--- src/fan_regs_pkg.sv ---
package fan_regs_pkg;

  // ==========================================================
  // register indices (the register-select code of the host port)
  // ==========================================================
  localparam logic [2:0] IDX_FAN_STATUS = 3'h0;
  localparam logic [2:0] IDX_DUTY_SETTING = 3'h1;
  localparam logic [2:0] IDX_MAKER_CODE = 3'h2;
  localparam logic [2:0] IDX_VARIANT_CODE = 3'h3;

  // ==========================================================
  // field positions and reset values
  // ==========================================================
  localparam int FAULT_FLAG_BIT = 0;
  localparam int INPUT_OPEN_BIT = 2;
  localparam int FAULT_CLEAR_BIT = 7;
  localparam logic [3:0] DUTY_RESET = 4'h2;
  localparam logic [7:0] MAKER_CODE_VAL = 8'hA5; // arbitrary value
  localparam logic [1:0] VARIANT_CODE_VAL = 2'h1; // arbitrary value

  // ==========================================================
  // carriers
  // ==========================================================
  typedef struct packed {
    logic rd;
    logic wr;
    logic [2:0] idx;
    logic [7:0] wdata;
  } reg_req_t;

  typedef enum logic [1:0] {
    SRC_REGISTER = 2'b00,
    SRC_ANALOG = 2'b01,
    SRC_FALLBACK = 2'b10
  } duty_src_t;

endpackage : fan_regs_pkg

--- src/fan_status_duty_regs.sv ---
`timescale 1ns/1ns
module fan_status_duty_regs #(
  parameter int SPEED_W = 8
) (
  input wire logic ref_clk,
  input wire logic rst_n,
  input wire fan_regs_pkg::reg_req_t reg_req,
  output logic [7:0] reg_rdata,
  input wire logic input_open_sense,
  input wire logic [3:0] analog_duty_code,
  input wire logic host_control_sel,
  input wire logic fault_clear_bit,
  input wire logic [SPEED_W-1:0] measured_speed,
  input wire logic [SPEED_W-1:0] speed_threshold,
  output logic fault_alert_n,
  output logic [3:0] pwm_duty_code,
  output fan_regs_pkg::duty_src_t duty_src
);
  import fan_regs_pkg::*;

  logic input_open_flag_r;
  logic sampled_r;
  logic fan_fault_flag_r;
  logic [3:0] duty_setting_r;
  logic speed_low;
  logic fault_set;
  logic [3:0] duty_nxt;
  duty_src_t src_nxt;
  logic [7:0] status_word;

  // ==========================================================
  // power-up sense of the analog input
  // ==========================================================
  // caught once after reset release, not during reset, so the async-free
  // reset never loads a port value
  always_ff @(posedge ref_clk) begin
    if (!rst_n) begin
      sampled_r <= 1'b0;
      input_open_flag_r <= 1'b0;
    end else if (!sampled_r) begin
      sampled_r <= 1'b1;
      input_open_flag_r <= input_open_sense;
    end
  end

  // ==========================================================
  // fan fault flag and alert
  // ==========================================================
  assign speed_low = measured_speed < speed_threshold;
  assign fault_set = speed_low;

  // set wins over clear so a fault arriving during the clear is kept
  always_ff @(posedge ref_clk) begin
    if (!rst_n) begin
      fan_fault_flag_r <= 1'b0;
    end else if (fault_set) begin
      fan_fault_flag_r <= 1'b1;
    end else if (fault_clear_bit) begin
      fan_fault_flag_r <= 1'b0;
    end
  end

  // combinational path so the alert falls in the setting cycle
  assign fault_alert_n = !(fan_fault_flag_r || fault_set);

  // ==========================================================
  // duty register
  // ==========================================================
  always_ff @(posedge ref_clk) begin
    if (!rst_n) begin
      duty_setting_r <= DUTY_RESET;
    end else if (reg_req.wr && reg_req.idx == IDX_DUTY_SETTING) begin
      duty_setting_r <= reg_req.wdata[3:0];
    end
  end

  // ==========================================================
  // drive source selection
  // ==========================================================
  // code n means 30 + n*4.67 percent, linear so monotonic by construction
  always_comb begin
    if (host_control_sel) begin
      src_nxt = SRC_REGISTER;
      duty_nxt = duty_setting_r;
    end else if (input_open_flag_r) begin
      src_nxt = SRC_FALLBACK;
      duty_nxt = DUTY_RESET;
    end else begin
      src_nxt = SRC_ANALOG;
      duty_nxt = analog_duty_code;
    end
  end

  always_ff @(posedge ref_clk) begin
    if (!rst_n) begin
      pwm_duty_code <= DUTY_RESET;
      duty_src <= SRC_REGISTER;
    end else begin
      pwm_duty_code <= duty_nxt;
      duty_src <= src_nxt;
    end
  end

  // ==========================================================
  // read data
  // ==========================================================
  // status image built from the named bit positions; unused bits stay 0
  always_comb begin
    status_word = 8'h00;
    status_word[FAULT_FLAG_BIT] = fan_fault_flag_r;
    status_word[INPUT_OPEN_BIT] = input_open_flag_r;
  end

  // bit 1 of status is unimplemented; driven 0 here but undefined to software
  always_ff @(posedge ref_clk) begin
    if (!rst_n) begin
      reg_rdata <= 8'h00;
    end else if (reg_req.rd) begin
      unique case (reg_req.idx)
        IDX_FAN_STATUS: reg_rdata <= status_word;
        IDX_DUTY_SETTING: reg_rdata <= {4'h0, duty_setting_r};
        IDX_MAKER_CODE: reg_rdata <= MAKER_CODE_VAL;
        IDX_VARIANT_CODE: reg_rdata <= {6'h00, VARIANT_CODE_VAL};
        default: reg_rdata <= 8'h00;
      endcase
    end
  end
endmodule : fan_status_duty_regs

--- config.mk ---
export PLATFORM = sky130hd
export DESIGN_NAME = fan_status_duty_regs
export DESIGN_NICKNAME = d
export VERILOG_FILES = /design/src/fan_regs_pkg.sv /design/src/fan_status_duty_regs.sv
export SDC_FILE = /design/constraint.sdc
export NUM_CORES = 1
export LEC_CHECK = 0
export ABC_AREA = 1
export BUFFER_PORTS_ARGS = -buffer_cell sky130_fd_sc_hd__buf_4
export CAP_MARGIN = 20
export CORE_ASPECT_RATIO = 1.2
export CORE_UTILIZATION = 45
export DETAILED_ROUTE_END_ITERATION = 16
export PLACE_DENSITY_LB_ADDON = 0.08
export SKIP_LAST_GASP = 1
export SLEW_MARGIN = 20
export SYNTH_ARGS = -nofsm -noshare
export SYNTH_HDL_FRONTEND = slang
export SYNTH_SLANG_ARGS = --single-unit
export TNS_END_PERCENT = 100
--- constraint.sdc ---
create_clock -name ref_clk -period 3.1 [get_ports ref_clk]
set_clock_uncertainty 0.2 [all_clocks]
set_input_delay 0.775 -clock ref_clk [delete_from_list [all_inputs] [get_ports ref_clk]]
set_output_delay 0.775 -clock ref_clk [all_outputs]
set_load 0.02 [all_outputs]
==> results.yml, run 1 <==
run_status:
  status: "finished clean"
timing:
  setup-violations-final: 0
  hold_viol_final: 0
  setup_tns_ns: 0
  slew_viol_final: 0
  setup_slack_ns: 0.3923
  post-route-period-util: 0.8735
  max_freq_ghz: 0.3693
  hold_slack_ns: 0.2388
  period_minus_slack_ns: 2.708
  rsz0062_at_grt: "no"
clocking:
  clk_pin_slew_ns: 0.09
  cts_hold_repair.buffers: 0
  clock-sinks: 18
  cts_tree: "done"
  postCtsSetupBuffers: 0
  clock_path_buffers: 2
  cts_made_buffers: 3
  clk_latency_ns: 0.29
  cts-root-buf: "clkbuf_4"
  ctsResizeCount: 0
  cts_max_level: 1
power_and_ir_drop:
  power_uw: 498.3
  power_density_nw_per_um2: 399.1
  peakVddDrop_v: 0.0003447
  p_leak_nw: 0.6628
drt:
  vias: 865
  ant_nets: 0
  via_per_inst: 4.806
  wl_per_cell_um: 9.756
  drt_iter0_markers: 5
  drt-total-wl_um: 1756
  dr.pass1.iters: 4
  drcViolationCount: 0
logic_synthesis:
  synth_edf_count: 0
  ys_warn_count: 0
  netlist_instances: 115
  synthDistinctLibCells: 20
  synth.avg_cell_area_sq_um: 7.572
  postSynthRegisterBits: 18
  synth_flop_cell: "dfxtp_1"
  ys_async_sr_fraction: 0
  ys_seq_area_frac: 0.4138
  syn_area_sq_um: 870.8
global_routing:
  track_usage: 0.1913
  grt_max_degree: 13
  grt_pass1_vias: 837
  antenna_found_initial: 0
  grt-ovfl-total: 0
  grt_pass1_wl_um: 3091
place:
  dpl-instance-area_sq_um: 1212
  pre_cts_ws_ns: 0.3873
  io_buffers: 46
  hpwl_um: 1476
  dp.cells: 176
  place_congestion: 0.7718
min_path:
  hold_start: "sampled_r"
  min_to: "input_open_flag_r"
  holdPathStages: 1
  min_path_type: "flop to flop"
layout:
  fill_cells: 162
  fin_util: 0.6826
  drive_gt1_frac: 0.3416
  finalNetCount: 207
  syn_to_final_growth_pct: 43.39
  final_cells: 180
  n_antenna_cell: 0
  design_area_sq_um: 1249
die:
  die_w_um: 42.16
  die_h_um: 50.19
  dieArea_sq_um: 2116
  core_area_sq_um: 1829
  initial_core_util: 0.4761
  std_cell_rows: 17
  ios: 53
critical_path:
  rrSetupSlack_ns: 2.05
  startpoint_type: "input port"
  crit_fanout: 2
  cp_data_arrival_time_ns: 1.73
  cp-end-kind: "output pin"
  reg2reg_depth: 4
  r2r_start: "input_open_flag_r"
  worstReg2RegEnd: "reg_rdata[2]"
  crit_type: "input port to output pin"
  crit_required_ns: 2.12
run:
  cap_violations: 0
[cells in the final DEF (no fill, tap or decap), drive strengths merged, types with 2 or more instances in the layout]
master and n:
buf 46, nand2 23, inv 21, dfxtp 18, a21oi 13, o21ai 11
ha 7, nor2 7, nand3 5, clkbuf 4, conb 2
[area by class of cell]
| class | count | area [sq um] | share of cell area |
|---|---|---|---|
| multi-input cells | 72 | 404.1 | 0.3236 |
| flip-flops and latches | 18 | 360.3 | 0.2886 |
| repair buffers | 46 | 345.3 | 0.2766 |
| inverters | 21 | 78.83 | 0.06313 |
| clock buffers | 4 | 36.28 | 0.02906 |
| well taps | 19 | 23.77 | 0.01904 |
[synthesized netlist by cell type, types with 3 or more instances]
library cell | count | share of area
nand2_1 | 23 | 0.099
inv_1 | 20 | 0.086
a21oi_1 | 13 | 0.075
dfxtp_1 | 18 | 0.41
o21ai_0 | 11 | 0.063
ha_1 | 7 | 0.10
nand3_1 | 4 | 0.023
nor2_1 | 5 | 0.022
buf_4 | 3 | 0.026
[metal layers]
layer  global-route usage  vias to the layer above  part of all wire
met1               0.1914                      375              0.37
li1                     -                      455                 -
met5                    0                        -                 0
met3              0.02518                        5             0.060
met2               0.3698                       30              0.55
met4               0.1094                        0             0.025
[registers in the layout, summed over array words and instances (netlist names)]
name,count
reg_rdata,5
duty_setting_r,4
pwm_duty_code,4
duty_src,2
fan_fault_flag_r,1
input_open_flag_r,1
sampled_r,1
[worst max path at each step]
stage                                   from             to  slack, ns
after global placement     measured_speed[7]  fault_alert_n       0.40
after floorplan           speed_threshold[7]  fault_alert_n       0.44
after detailed placement   measured_speed[7]  fault_alert_n       0.39
after CTS                  measured_speed[7]  fault_alert_n       0.38
final                      measured_speed[7]  fault_alert_n       0.39
after global routing       measured_speed[7]  fault_alert_n       0.33
[where the power goes]
group / internal (mW) / leakage [nW] / switching, mW
Clock: 0.0716 / 0.0210 / 0.0693
Sequential: 0.243 / 0.148 / 0.00662
Combinational: 0.0566 / 0.494 / 0.0514
Total: 0.371 / 0.663 / 0.127
[critical path: stages]
cell	delay (ns)
buf_4	0.11
ha_1	0.28
nand2_1	0.07
o21a_1	0.20
a21oi_1	0.14
buf_4	0.15
[cells by family (layout without fill, tap and decap cells)]
group	after synthesis	in the layout	share of synthesized area
flops	18	18	0.4138
compound gates	27	27	0.1695
buf+inv	26	71	0.1264
simple gates	36	36	0.1854
other cells	1	2	0.004306
fa+ha+maj	7	7	0.1006
No activity file was read; power rests on OpenSTA's default activity.
==> inputs of run 2 (changes only) <==
--- a/config.mk
+++ b/config.mk
@@ -12,6 +12,7 @@
 export CORE_UTILIZATION = 45
 export DETAILED_ROUTE_END_ITERATION = 16
 export PLACE_DENSITY_LB_ADDON = 0.08
+export REMOVE_ABC_BUFFERS = 1
 export SKIP_LAST_GASP = 1
 export SLEW_MARGIN = 20
 export SYNTH_ARGS = -nofsm -noshare
==> run 2 against run 1 <==
Register-to-register slack worse by 0.04 ns. First-iteration DRC count is 140% higher. Cell count is the same. Sequential power barely moved. Sequential share of layout area unchanged. Count of clock-buffer cells in the layout did not move. Sequential cell count did not move. Global-route usage decreased by 0.67 points. Maximum frequency decreased by 0.16%. Clock power about the same. Core utilization is the same. Non-clock buffer count unchanged. Largest cell class unchanged. Largest power group unchanged.
==> results.yml, run 2 (synthesized netlist as in run 1, its figures left out) <==
run_status:
  status: "finished clean"
run:
  cap_violations: 0
critical_path:
  startpoint_type: "input port"
  path_depth: 6
  cp_cell_sequence: "buf_4 -> ha_1 -> nand2_1 -> o21a_1 -> a21oi_1 -> buf_4"
  cp-end-kind: "output pin"
  cp_slowest_cell: "ha_1"
  worstReg2RegEnd: "reg_rdata[2]"
  rrSetupSlack_ns: 2.01
  critPathBufInv: 2
  crit_fanout: 2
  reg2reg_depth: 4
  r2r_start: "input_open_flag_r"
  critPathTopFamily: "compound AO/OA/AOI/OAI gates"
  max_stage_delay_ns: 0.28
  cp_data_arrival_time_ns: 1.74
  crit_type: "input port to output pin"
  crit_required_ns: 2.12
  crit_start: "measured_speed[7]"
  timing.critical_path.mode_cell: "buf_4"
  endpoint: "fault_alert_n"
layout:
  n_antenna_cell: 0
  top_regs: "reg_rdata (5), duty_setting_r (4), pwm_duty_code (4)"
  mostFrequentLayoutCells: "46 x buf_4, 23 x nand2_1, 20 x inv_1, 18 x dfxtp_1, 13 x a21oi_1"
  finalNetCount: 207
  final_common_cell: "buf_4"
  final_cells: 180
  largest_reg_flops: 5
  syn_to_final_growth_pct: 43.39
  top_register: "reg_rdata"
  drive_gt1_frac: 0.3416
drt:
  drt_iter0_markers: 12
  via_per_inst: 4.772
  ant_nets: 0
  vias: 859
  dr.pass1.iters: 4
  wl_per_cell_um: 9.867
  drt-total-wl_um: 1776
  drcViolationCount: 0
timing:
  max_freq_ghz: 0.3687
  rsz0062_at_grt: "no"
  slew_viol_final: 0
  hold_slack_ns: 0.2388
  setup-violations-final: 0
  setup_tns_ns: 0
  post-route-period-util: 0.8749
  hold_viol_final: 0
  period_minus_slack_ns: 2.712
clocking:
  clock-sinks: 18
  cts_made_buffers: 3
  cts_tree: "done"
  clock_path_buffers: 2
  clk_latency_ns: 0.29
  ctsResizeCount: 0
  clk_pin_slew_ns: 0.10
  cts-root-buf: "clkbuf_4"
  cts_max_level: 1
  postCtsSetupBuffers: 0
  cts_hold_repair.buffers: 0
place:
  dp.cells: 176
  io_buffers: 46
  hpwl_um: 1454
  place_congestion: 0.7281
die:
  initial_core_util: 0.4761
  ios: 53
  core_area_sq_um: 1829
  die_h_um: 50.19
  dieArea_sq_um: 2116
  std_cell_rows: 17
  die_w_um: 42.16
global_routing:
  grt_pass1_wl_um: 3084
  grt-ovfl-total: 0
  grt_pass1_vias: 815
  antenna_found_initial: 0
  track_usage: 0.1846
  grt_max_degree: 13
power_and_ir_drop:
  power_density_nw_per_um2: 399.1
  switchingPower_uw: 127.4
  p_leak_nw: 0.6628
  power_frac_comb: 0.217
  power_uw: 498.4
  peakVddDrop_v: 0.0002903
  p_int_uw: 370.9
  seqPwrFrac: 0.500
  switching_share: 0.2557
  pwr-share-clk: 0.283
min_path:
  min_path_type: "flop to flop"
## run 2: cell counts in the layout (fill, tap and decap cells not counted)
No cell type changed its count.
## run 2: metrics by stage
stage          area (sq um)    util  worst slack (ns)
2_1_floorplan         843.3       -            0.4364
3_3_place_gp           1212  0.6628            0.4047
3_5_place_dp           1212  0.6628            0.3774
4_1_cts                1249  0.6826            0.3742
5_1_grt                1249  0.6826            0.3459
6_report               1249  0.6826            0.3879
## run 2: layer usage
metal	vias up	wire length (um)	share of wire	global-route usage
li1	454	-	-	-
met1	372	702	0.40	0.1941
met2	31	940	0.53	0.3438
met3	2	114	0.064	0.02518
met4	0	19	0.011	0.1094
met5	-	0	0	0
## run 2: final cells by class
type | count | area (sq um)
Sequential cell | 18 | 360.3
Tap cell | 19 | 23.77
Inverter | 21 | 78.83
Timing Repair Buffer | 46 | 345.3
Fill cell | 175 | 580.6
Clock buffer | 4 | 36.28
Multi-Input combinational cell | 72 | 404.1
## run 2: how the worst min path moves through the flow
stage	from	endpoint	slack, ns	cells past startpoint
detailed placement	sampled_r	input_open_flag_r	0.22	1
CTS	sampled_r	input_open_flag_r	0.24	1
global route	sampled_r	input_open_flag_r	0.25	1
global placement	sampled_r	input_open_flag_r	0.21	1
finish	sampled_r	input_open_flag_r	0.24	1
floorplan	sampled_r	input_open_flag_r	0.20	1
## run 2: power groups by stage
stage	logic [mW]	registers [mW]	clock network (mW)
after global placement	0.106	0.254	0
final	0.108	0.249	0.141
after CTS	0.110	0.249	0.145
after detailed placement	0.109	0.255	0
after global routing	0.121	0.251	0.156
after floorplan	0.0424	0.263	0
## run 2: worst reg2reg max path, cell delays in order (launching register included)
cell	delay, ns
dfxtp_1	0.44
o21ai_0	0.11
o21ai_0	0.09
nand2_1	0.07
a21oi_1	0.12
